`config.mk`:
```
export PLATFORM = sky130hd
export DESIGN_NAME = reference_pulse_decoder
export DESIGN_NICKNAME = d
export VERILOG_FILES = /design/src/verilog/input_line_filter.sv /design/src/verilog/reference_pulse_decoder.sv
export SDC_FILE = /design/constraint.sdc
export NUM_CORES = 1
export LEC_CHECK = 0
export BUFFER_PORTS_ARGS = -buffer_cell sky130_fd_sc_hd__buf_2
export CAP_MARGIN = 5
export CORE_MARGIN = 5
export CORE_UTILIZATION = 38
export CTS_CLUSTER_DIAMETER = 80
export CTS_CLUSTER_SIZE = 28
export DETAILED_ROUTE_END_ITERATION = 10
export PLACE_DENSITY = 0.65
export SETUP_SLACK_MARGIN = 0.5
export SLEW_MARGIN = 10
export SYNTH_ARGS = -nofsm -noshare
export SYNTH_HDL_FRONTEND = slang
export SYNTH_SLANG_ARGS = --single-unit
```
`constraint.sdc`:
```
create_clock -name core_clk -period 3.1 [get_ports core_clk]
set_input_delay 0.93 -clock core_clk [delete_from_list [all_inputs] [get_ports core_clk]]
set_output_delay 0.93 -clock core_clk [all_outputs]
set_load 0.02 [all_outputs]
```
`src/verilog/input_line_filter.sv`:
```
// Package of decoder constants and the per-line input filter module
`timescale 1ns/10ps
`default_nettype none

package pulse_decoder_pkg;
  // Clock rate of core_clk
  localparam int CLK_MHZ = 100;
  // Pulse-form field encodings
  localparam logic [3:0] FORM_SIGN_POS = 4'h0;
  localparam logic [3:0] FORM_FWDREV_POS = 4'h1;
  localparam logic [3:0] FORM_QUAD_X1 = 4'h2;
  localparam logic [3:0] FORM_QUAD_X2 = 4'h3;
  localparam logic [3:0] FORM_QUAD_X4 = 4'h4;
  localparam logic [3:0] FORM_SIGN_NEG = 4'h5;
  localparam logic [3:0] FORM_FWDREV_NEG = 4'h6;
  // Filter-select field encodings
  localparam logic [3:0] FILT_LINE_DRIVER = 4'h0;
  localparam logic [3:0] FILT_OPEN_COLLECTOR = 4'h1;
  localparam logic [3:0] FILT_LINE_DRIVER_FAST = 4'h2;
  // Least stable time a level must hold before it is accepted, in ns
  localparam int FILT_LD_NS = 80;
  localparam int FILT_OC_NS = 400;
  localparam int FILT_FAST_NS = 20;
  // Same times as clock counts, rounded up
  localparam int FILT_LD_CYC = (FILT_LD_NS * CLK_MHZ + 999) / 1000;
  localparam int FILT_OC_CYC = (FILT_OC_NS * CLK_MHZ + 999) / 1000;
  localparam int FILT_FAST_CYC = (FILT_FAST_NS * CLK_MHZ + 999) / 1000;
  // Wait after servo-on before pulses are taken, in ms
  localparam int HOLDOFF_MS = 40;
  localparam int HOLDOFF_CYC = HOLDOFF_MS * CLK_MHZ * 1000;
  // Filter counter width
  localparam int FILT_CNT_W = 8;
  // Step increment codes, two's complement
  localparam logic [1:0] DELTA_NONE = 2'h0;
  localparam logic [1:0] DELTA_FWD = 2'h1;
  localparam logic [1:0] DELTA_REV = 2'h3;
endpackage : pulse_decoder_pkg

module input_line_filter (
  input wire logic core_clk,
  input wire logic rst,
  input wire logic raw_line,
  input wire logic [pulse_decoder_pkg::FILT_CNT_W-1:0] stable_cycles,
  output logic level
);
  logic sync_first;
  logic sync_second;
  logic [pulse_decoder_pkg::FILT_CNT_W-1:0] stable_cnt;
  logic [pulse_decoder_pkg::FILT_CNT_W-1:0] next_stable_cnt;
  logic next_level;

  ////////////////////////////////////////////////////////////////////////////
  // Two-stage synchroniser; the first stage feeds only the second
  always_ff @(posedge core_clk) begin
    if (rst) begin
      sync_first <= 1'b0;
      sync_second <= 1'b0;
    end else begin
      sync_first <= raw_line;
      sync_second <= sync_first;
    end
  end

  ////////////////////////////////////////////////////////////////////////////
  // Accept a new level only after it has held for stable_cycles clocks,
  // so edge noise shorter than the window never reaches the decoder
  always_comb begin
    next_level = level;
    next_stable_cnt = '0;
    if (sync_second != level) begin
      if (stable_cnt + 1'b1 >= stable_cycles) begin
        next_level = sync_second;
      end else begin
        next_stable_cnt = stable_cnt + 1'b1;
      end
    end
  end

  always_ff @(posedge core_clk) begin
    if (rst) begin
      level <= 1'b0;
      stable_cnt <= '0;
    end else begin
      level <= next_level;
      stable_cnt <= next_stable_cnt;
    end
  end
endmodule // input_line_filter

`default_nettype wire

```
`src/verilog/reference_pulse_decoder.sv`:
```
// Position-reference pulse-train decoder producing signed step increments
`timescale 1ns/10ps
`default_nettype none

module reference_pulse_decoder #(
  parameter int HOLDOFF_CYCLES = pulse_decoder_pkg::HOLDOFF_CYC
) (
  input wire logic core_clk,
  input wire logic rst,
  input wire logic step_pulse_line,
  input wire logic direction_line,
  input wire logic [3:0] pulse_form_field,
  input wire logic [3:0] filter_select_field,
  input wire logic servo_on,
  output logic step_valid,
  output logic signed [1:0] step_delta,
  output logic pulses_accepted,
  output logic config_error
);
  typedef enum logic [1:0] {
    SERVO_OFF,
    HOLDOFF,
    RUNNING
  } run_state_t;

  logic [3:0] form;
  logic [3:0] filt_sel;
  logic [3:0] next_form;
  logic [3:0] next_filt_sel;
  logic next_pulses_accepted;
  logic [pulse_decoder_pkg::FILT_CNT_W-1:0] filt_cycles;
  logic line_a;
  logic line_b;
  logic a_log;
  logic b_log;
  logic a_prev;
  logic b_prev;
  logic next_a_prev;
  logic next_b_prev;
  logic take_step;
  logic take_fwd;
  logic next_step_valid;
  logic [1:0] next_step_delta;
  logic next_config_error;
  logic bad_form;
  logic bad_filt;
  logic invert;
  run_state_t run_state;
  run_state_t next_run_state;
  logic [31:0] wait_cnt;
  logic [31:0] next_wait_cnt;

  ////////////////////////////////////////////////////////////////////////////
  // Configuration capture
  // Capture at restart
  // Fields are sampled while rst is held, so a change made during operation
  // has no effect until the next restart; no mid-stream form switch glitches
  always_comb begin
    next_form = form;
    next_filt_sel = filt_sel;
    if (rst) begin
      next_form = pulse_form_field;
      next_filt_sel = filter_select_field;
    end
  end

  always_ff @(posedge core_clk) begin
    form <= next_form;
    filt_sel <= next_filt_sel;
  end

  // Unknown codes fall back to the default form and filter
  always_comb begin
    bad_form = (form > pulse_decoder_pkg::FORM_FWDREV_NEG);
    bad_filt = (filt_sel > pulse_decoder_pkg::FILT_LINE_DRIVER_FAST);
    next_config_error = bad_form | bad_filt;
  end

  ////////////////////////////////////////////////////////////////////////////
  // Input filters
  // Line-driver or open-collector window
  // Fast window passes 4 Mpps pulses
  // The window is shorter than the narrowest legal pulse half at each rate
  always_comb begin
    case (filt_sel)
      pulse_decoder_pkg::FILT_OPEN_COLLECTOR:
        filt_cycles = pulse_decoder_pkg::FILT_CNT_W'(pulse_decoder_pkg::FILT_OC_CYC);
      pulse_decoder_pkg::FILT_LINE_DRIVER_FAST:
        filt_cycles = pulse_decoder_pkg::FILT_CNT_W'(pulse_decoder_pkg::FILT_FAST_CYC);
      default:
        filt_cycles = pulse_decoder_pkg::FILT_CNT_W'(pulse_decoder_pkg::FILT_LD_CYC);
    endcase
  end

  input_line_filter filt_a (
    .core_clk(core_clk),
    .rst(rst),
    .raw_line(step_pulse_line),
    .stable_cycles(filt_cycles),
    .level(line_a)
  );

  input_line_filter filt_b (
    .core_clk(core_clk),
    .rst(rst),
    .raw_line(direction_line),
    .stable_cycles(filt_cycles),
    .level(line_b)
  );

  ////////////////////////////////////////////////////////////////////////////
  // Logic polarity
  // Negative logic inverts both lines
  always_comb begin
    invert = (form == pulse_decoder_pkg::FORM_SIGN_NEG) ||
             (form == pulse_decoder_pkg::FORM_FWDREV_NEG);
    a_log = line_a ^ invert;
    b_log = line_b ^ invert;
    next_a_prev = a_log;
    next_b_prev = b_log;
  end

  ////////////////////////////////////////////////////////////////////////////
  // Servo-on hold-off
  // Drop early pulses
  // Pulses inside the hold-off are discarded; this also swallows any
  // spurious edge as the filters settle after reset
  always_comb begin
    next_run_state = run_state;
    next_wait_cnt = wait_cnt;
    case (run_state)
      SERVO_OFF: begin
        next_wait_cnt = '0;
        if (servo_on) begin
          next_run_state = HOLDOFF;
        end
      end
      HOLDOFF: begin
        if (!servo_on) begin
          next_run_state = SERVO_OFF;
        end else if (wait_cnt + 32'h1 >= 32'(HOLDOFF_CYCLES)) begin
          next_run_state = RUNNING;
        end else begin
          next_wait_cnt = wait_cnt + 32'h1;
        end
      end
      RUNNING: begin
        if (!servo_on) begin
          next_run_state = SERVO_OFF;
        end
      end
      default: begin
        next_run_state = SERVO_OFF;
      end
    endcase
  end

  always_ff @(posedge core_clk) begin
    if (rst) begin
      run_state <= SERVO_OFF;
      wait_cnt <= 32'h0;
    end else begin
      run_state <= next_run_state;
      wait_cnt <= next_wait_cnt;
    end
  end

  ////////////////////////////////////////////////////////////////////////////
  // Step decode, from the previous and present logical line levels
  // Form selection
  always_comb begin
    take_step = 1'b0;
    take_fwd = 1'b0;
    case (form)
      pulse_decoder_pkg::FORM_SIGN_POS,
      pulse_decoder_pkg::FORM_SIGN_NEG: begin
        take_step = a_log & ~a_prev;
        take_fwd = b_log;
      end
      pulse_decoder_pkg::FORM_FWDREV_POS,
      pulse_decoder_pkg::FORM_FWDREV_NEG: begin
        // Simultaneous edges on both trains cancel and give no step
        take_step = (b_log & ~b_prev) ^ (a_log & ~a_prev);
        take_fwd = b_log & ~b_prev;
      end
      pulse_decoder_pkg::FORM_QUAD_X1: begin
        take_step = a_log & ~a_prev;
        take_fwd = b_log;
      end
      // Quadrature x2 on both A edges
      pulse_decoder_pkg::FORM_QUAD_X2: begin
        take_step = a_log ^ a_prev;
        take_fwd = ~(a_log ^ b_log);
      end
      pulse_decoder_pkg::FORM_QUAD_X4: begin
        // A jump of both phases at once is illegal and is ignored
        take_step = (a_log ^ a_prev) ^ (b_log ^ b_prev);
        take_fwd = b_log ^ a_prev;
      end
      default: begin
        take_step = a_log & ~a_prev;
        take_fwd = b_log;
      end
    endcase
  end

  ////////////////////////////////////////////////////////////////////////////
  // Increment output
  // Signed plus or minus one
  always_comb begin
    next_step_valid = 1'b0;
    next_step_delta = pulse_decoder_pkg::DELTA_NONE;
    next_pulses_accepted = (next_run_state == RUNNING);
    if (take_step && run_state == RUNNING) begin
      next_step_valid = 1'b1;
      next_step_delta = take_fwd ? pulse_decoder_pkg::DELTA_FWD :
                                   pulse_decoder_pkg::DELTA_REV;
    end
  end

  always_ff @(posedge core_clk) begin
    if (rst) begin
      a_prev <= 1'b0;
      b_prev <= 1'b0;
      step_valid <= 1'b0;
      step_delta <= pulse_decoder_pkg::DELTA_NONE;
      pulses_accepted <= 1'b0;
      config_error <= 1'b0;
    end else begin
      a_prev <= next_a_prev;
      b_prev <= next_b_prev;
      step_valid <= next_step_valid;
      step_delta <= next_step_delta;
      pulses_accepted <= next_pulses_accepted;
      config_error <= next_config_error;
    end
  end
endmodule // reference_pulse_decoder

`default_nettype wire

```
==> out/results.txt, run 1 <==
drt drc -> 0
final wirelength -> 9.396 mm
Longest Clk Path Bufs -> 2
Hold Startpoint -> filt_a.sync_first
Clk pin slew, worst setup/hold paths -> 0.10 ns
Die ar. -> 0.01235 mm^2
Final WS setup -> 0.3536 ns
status -> completed
CP max FO -> 6
Avg Inst Size Synth -> 8.469 um^2
Pwr Total -> 1.813 mW
routed vias/inst -> 5.414
post-synth cell types -> 66
slowest cell on the critical path -> a2111oi_4
commonest register cell after synthesis -> dfxtp_1
final core utilization -> 48.80%
number of synthesized flops with an enable pin -> 8
Ys Warns -> 0
MaxCap Viol Count -> 0
Reg2Reg Launch Point -> wait_cnt[0]
Wirelength per Cell -> 14.15 um
Initial Util -> 38.34%
vias in the first global route -> 3250
Hold/Removal Path Class -> reg2reg
Sink Count -> 71
first-pass GRT wire length -> 14.90 mm
period utilisation layout -> 88.59%
post-route ant nets -> 0
RSZ-0062 raised after global routing -> yes
delay-heaviest family, CP -> compound AO/OA/AOI/OAI gates
min cycle time layout -> 2.746 ns
vias post-DR -> 3595
Slew Limit Fails -> 0
Leakage -> 1.836 nW
worst path cell trace -> ha_4, nand3_4, or2_4, o21ai_2, o22ai_2, a2111oi_4, a221oi_4, buf_6, o41ai_4, buf_2, o21ai_0
Antenna Diode Count -> 0
DRT iter0 DRCs -> 259
top cells by count, synth -> dfxtp_1, nor2_1, inv_1
Clk Latency, worst-skew pair -> 0.36 ns
nets@finish -> 547
Mapped Cells -> 459
Cell Area, Synth -> 0.003887 mm^2
peak supply drop -> 0.0002598 V
worst setup path class -> reg2reg
Hold Buf Count CTS -> 0
First-pass DRT Iterations -> 5
Area growth syn-to-layout -> 27.26%
core area -> 0.01014 mm^2
Die Ht -> 111.1 um
Congestion Overflow GR -> 0
critical path launch point -> wait_cnt[0]
global-route usage over all layers -> 14.32%
initial antenna violation count -> 0
Setup TNS Final -> 0 ns
Seq cells post-synth -> 71
pre-CTS WS -> 0.1556 ns
CP max stage delay -> 0.42 ns
Root Driver -> clkbuf_8
kind of end point of the critical path -> flip-flop
Power Dens Cells -> 366.5 mW/mm^2
die width -> 111.1 um
Top Ports -> 18
Hold Fails Final Rpt -> 0
critical path data required time -> 3.34 ns
layout cells sized above 1 -> 28.41%
Inserted Clock Buffers -> 9
area fraction of the dominant cell type after synthesis -> 32.44%
Slew Limit Headroom -> 65.66%
Tightest Pin Transition -> 0.5152 ns
Hold WS -> 0.4539 ns
top area cells in the synthesized netlist -> dfxtp_1, edfxtp_1, nor2_1
# rows -> 37
Worst Skew -> 0.01345 ns
ys async rst share -> 0%
H-Tree Depth -> 3
GPL Wtd Cong -> 0.8293
CP Launch Type -> flip-flop
CTS tree -> yes
sequential share of the synthesized area -> 38.62%
Setup Viol. Count Final -> 0
Buf/Inv on CP -> 2
Synth area leader -> dfxtp_1
dpl hpwl -> 5.949 mm
FMAX -> 364.1 MHz
largest net degree at the start of global routing -> 27
leading cell type by number of instances after synthesis -> dfxtp_1
CP Data Arrival Time -> 2.98 ns
Port Buffer Count -> 17
==> cell families (layout without fill, tap and decap cells) <==
logic type | count (synthesis) | after routing | share of synthesized area (%)
xor+xnor | 23 | 23 | 5.182
fa+ha+maj | 11 | 11 | 3.540
mux | 4 | 4 | 1.030
buf+inv | 52 | 117 | 5.793
other cells | 1 | 4 | 0.09646
simple gates | 202 | 202 | 28.55
compound gates | 95 | 96 | 17.19
flops | 71 | 71 | 38.62
==> sequential cells by signal (all words and copies together) (netlist names), 2 cells and up <==
name and count:
filt_b.stable_cnt 8, run_state 2, form 4, wait_cnt 32, filt_sel 4, step_delta 2
filt_a.stable_cnt 8
==> placed cells by master, fill, tap and decap left out, types with 9 or more instances in the layout <==
cell type,netlist,final
o21ai_1,10,11
clkbuf_8,0,9
buf_4,3,42
inv_1,32,32
ha_1,11,10
a31oi_1,10,10
nand3_1,26,25
o211ai_1,14,14
dfxtp_1,63,46
o21ai_0,20,15
xnor2_1,14,13
nor3_1,19,16
nand2_1,28,28
dfxtp_2,0,13
nor2_1,58,56
buf_2,8,18
nor2b_1,12,12
a21oi_1,12,10
==> layout make-up <==
class	instances	area, um^2
Timing Repair Buffer	68	504.2
Multi-Input combinational cell	340	2426
Tap cell	136	170.2
Fill cell	915	5191
Clock inverter	7	66.31
Sequential cell	71	1533
Inverter	33	123.9
Clock buffer	9	123.9
==> path summary, 6_finish.rpt <==
check | cells after the start | end | slack [ns]
worst min register to register | 1 | filt_a.sync_second | 0.45
worst max-delay path | 11 | wait_cnt[5] | 0.35
worst min-delay path | 1 | filt_a.sync_second | 0.45
worst max register to register | 11 | wait_cnt[5] | 0.35
==> metal layers <==
| metal | routed length [um] | GRT usage [%] | vias up |
|---|---|---|---|
| li1 | - | - | 1780 |
| met1 | 4301 | 17.96 | 1705 |
| met2 | 4528 | 23.38 | 101 |
| met3 | 451 | 4.531 | 9 |
| met4 | 115 | 4.704 | 0 |
| met5 | 0 | 0 | - |
==> power by group <==
group	total, mW	internal (mW)	switching, mW
registers	0.961	0.944	0.0171
clock network	0.735	0.316	0.419
logic	0.116	0.0567	0.0596
==> metrics by stage <==
stage / instances / area (um^2)
detailed placement: 610 / 4205
CTS: 641 / 4599
finish: 664 / 4947
global placement: 610 / 4205
global route: 664 / 4947
floorplan: 462 / 3929
==> timing repair <==
item	4_1_cts	5_1_grt
gates cloned	0	2
setup endpoints to repair	42	47
setup buffers	15	21
pin swaps	8	16
resized for setup	31	45
Power figures use the tool's default switching activity.
==> run 2, diff against run 1 <==
--- a/config.mk
+++ b/config.mk
@@ -7,6 +7,7 @@
 export LEC_CHECK = 0
 export BUFFER_PORTS_ARGS = -buffer_cell sky130_fd_sc_hd__buf_2
 export CAP_MARGIN = 5
+export CORE_ASPECT_RATIO = 0.5
 export CORE_MARGIN = 5
 export CORE_UTILIZATION = 38
 export CTS_CLUSTER_DIAMETER = 80
==> out/results.txt, run 2 (synthesized netlist as in run 1, its figures left out) <==
Hold/Removal Path Class -> reg2reg
layout cells sized above 1 -> 27.38% (-1.0 points)
critical path launch point -> wait_cnt[0]
Clk pin slew, worst setup/hold paths -> 0.06 ns (-0.04 ns)
worst setup path class -> reg2reg
post-route ant nets -> 0 (unchanged)
FF+latch area -> 0.001539 mm^2 (+0.41%)
commonest cells after routing, fill and taps aside -> nor2_1, dfxtp_1, buf_4
Slew Limit Fails -> 0 (unchanged)
nets@finish -> 534 (-2.4%)
Top Ports -> 18 (unchanged)
Worst Hold End -> filt_b.sync_second
MaxCap Viol Count -> 0 (unchanged)
die width -> 153.0 um (+38%)
Hold Fails Final Rpt -> 0 (unchanged)
Longest Clk Path Bufs -> 2 (unchanged)
CTS tree -> yes
Hold Buf Count CTS -> 0 (unchanged)
Wirelength per Cell -> 13.53 um (-4.4%)
hold path cells -> 1 (unchanged)
core area -> 0.01008 mm^2 (-0.53%)
drt drc -> 0 (unchanged)
final core utilization -> 49.09% (+0.30 points)
Setup Viol. Count Final -> 0 (unchanged)
critical path data required time -> 3.38 ns (+0.04 ns)
RSZ-0062 raised after global routing -> yes
slowest cell on the critical path -> or4_4
Antenna Diode Count -> 0 (unchanged)
Slew Limit Headroom -> 66.23% (+0.58 points)
Initial Util -> 38.55% (+0.20 points)
Sink Count -> 71 (unchanged)
Leakage -> 1.829 nW (-0.39%)
Hold Startpoint -> filt_b.sync_first
First-pass DRT Iterations -> 4 (-1)
Clk Latency, worst-skew pair -> 0.33 ns (-0.03 ns)
min cycle time layout -> 2.622 ns (-0.1243 ns)
CP Launch Type -> flip-flop
delay-heaviest family, CP -> simple AND/OR/NAND/NOR gates
Hold WS -> 0.4427 ns (-0.01121 ns)
Area growth syn-to-layout -> 27.36% (about the same)
CP Data Arrival Time -> 2.90 ns (-0.08 ns)
vias post-DR -> 3427 (-4.7%)
GPL Wtd Cong -> 0.8927 (+7.6%)
first-pass GRT wire length -> 15.15 mm (+1.7%)
worst path cell trace -> ha_4, and3_4, nand4_4, or4_4, a22oi_2, nand3b_4, or2_4, or4_1, nand3_1
R2R depth -> 9 (-2)
FMAX -> 381.4 MHz (+4.7%)
Pwr Total -> 2.104 mW (+16%)
Worst Skew -> 0.003390 ns (-0.01006 ns)
max reg flops -> 32 (unchanged)
status -> completed
H-Tree Depth -> 3 (unchanged)
fillcell total -> 943 (+3.1%)
Port Buffer Count -> 17 (unchanged)
Setup TNS Final -> 0 ns (unchanged)
routed vias/inst -> 5.232 (-3.4%)
Tightest Pin Transition -> 0.5026 ns (-0.01255 ns)
R2R Setup Slk -> 0.48 ns (+0.12 ns)
Root Driver -> clkbuf_16
DRT iter0 DRCs -> 228 (-12%)
peak supply drop -> 0.0002122 V (-18%)
CP max stage delay -> 0.53 ns (+0.11 ns)
vias in the first global route -> 3219 (-0.95%)
# rows -> 26 (-30%)
Critical R2R Capture -> wait_cnt[11]
Buf/Inv on CP -> 0 (-2)
Multi-input gate area -> 0.002400 mm^2 (-1.1%)
Crit. path cell count -> 9 (-2)
Power Dens Cells -> 425.0 mW/mm^2 (+16%)
Congestion Overflow GR -> 0 (unchanged)
kind of end point of the critical path -> flip-flop
period utilisation layout -> 84.58% (-4.0 points)
final wirelength -> 8.864 mm (-5.7%)
initial antenna violation count -> 0 (unchanged)
Die Ht -> 81.52 um (-27%)
Inserted Clock Buffers -> 9 (unchanged)
global-route usage over all layers -> 14.69% (+0.37 points)
largest net degree at the start of global routing -> 22 (-19%)
largest registers -> wait_cnt x32, filt_a.stable_cnt x8, filt_b.stable_cnt x8
Top reg by flops -> wait_cnt
Die ar. -> 0.01248 mm^2 (+0.99%)
dpl hpwl -> 5.957 mm (+0.13%)
Reg2Reg Launch Point -> wait_cnt[0]
CP max FO -> 5 (-1)
commonest non-fill, non-tap cell in the layout -> nor2_1
==> run 2: cell count changes in the layout (fill, tap and decap cells not counted), moves of 4 or more <==
cell / before / now
clkbuf_16: 0 / 9
clkbuf_8: 9 / 1
buf_4: 42 / 35
nor2_1: 56 / 49
buf_6: 7 / 1
dfxtp_2: 13 / 9
inv_6: 5 / 1
nor2_4: 0 / 4
==> run 2: worst max path at each step <==
stage | endpoint | slack [ns]
after floorplan | wait_cnt[22] | 0.50
after global routing | wait_cnt[7] | 0.40
after detailed placement | wait_cnt[4] | 0.24
final | wait_cnt[11] | 0.48
after CTS | wait_cnt[4] | 0.50
after global placement | wait_cnt[6] | 0.33
==> run 2: cell type report <==
class / count / share of cell area [%]
Multi-Input combinational cell: 339 / 48.47
Sequential cell: 71 / 31.08
Timing Repair Buffer: 56 / 8.365
Clock buffer: 11 / 4.903
Tap cell: 140 / 3.538
Inverter: 33 / 2.502
Clock inverter: 5 / 1.137
==> run 2: per-stage QoR <==
stage	std cells	instance area [um^2]	setup WS [ns]
finish	655	4951	0.4779
global route	655	4951	0.3974
CTS	640	4676	0.5043
detailed placement	610	4180	0.2420
global placement	610	4180	0.3282
floorplan	462	3929	0.4979
==> run 2: routing by layer <==
layer,track usage (%),share of wire (%),vias to the layer above
met1,18.88,47,1587
met3,4.211,5.1,16
li1,-,-,1746
met5,0,0,-
met4,5.422,1.8,0
met2,23.86,46,78
==> run 2: repair_timing <==
| action | 4_1_cts | 5_1_grt |
|---|---|---|
| gates cloned | 2 | 0 |
| setup endpoints to repair | 36 | 42 |
| setup buffers | 12 | 15 |
| resized for setup | 34 | 46 |
| pin swaps | 12 | 14 |
| hold endpoints to repair | 0 | 0 |
==> run 2: report_power, final <==
part           internal, mW  switching (mW)  total [mW]
logic                0.0572          0.0573       0.115
clock network         0.644           0.384        1.03
registers             0.943          0.0180       0.961
total                  1.64           0.459        2.10
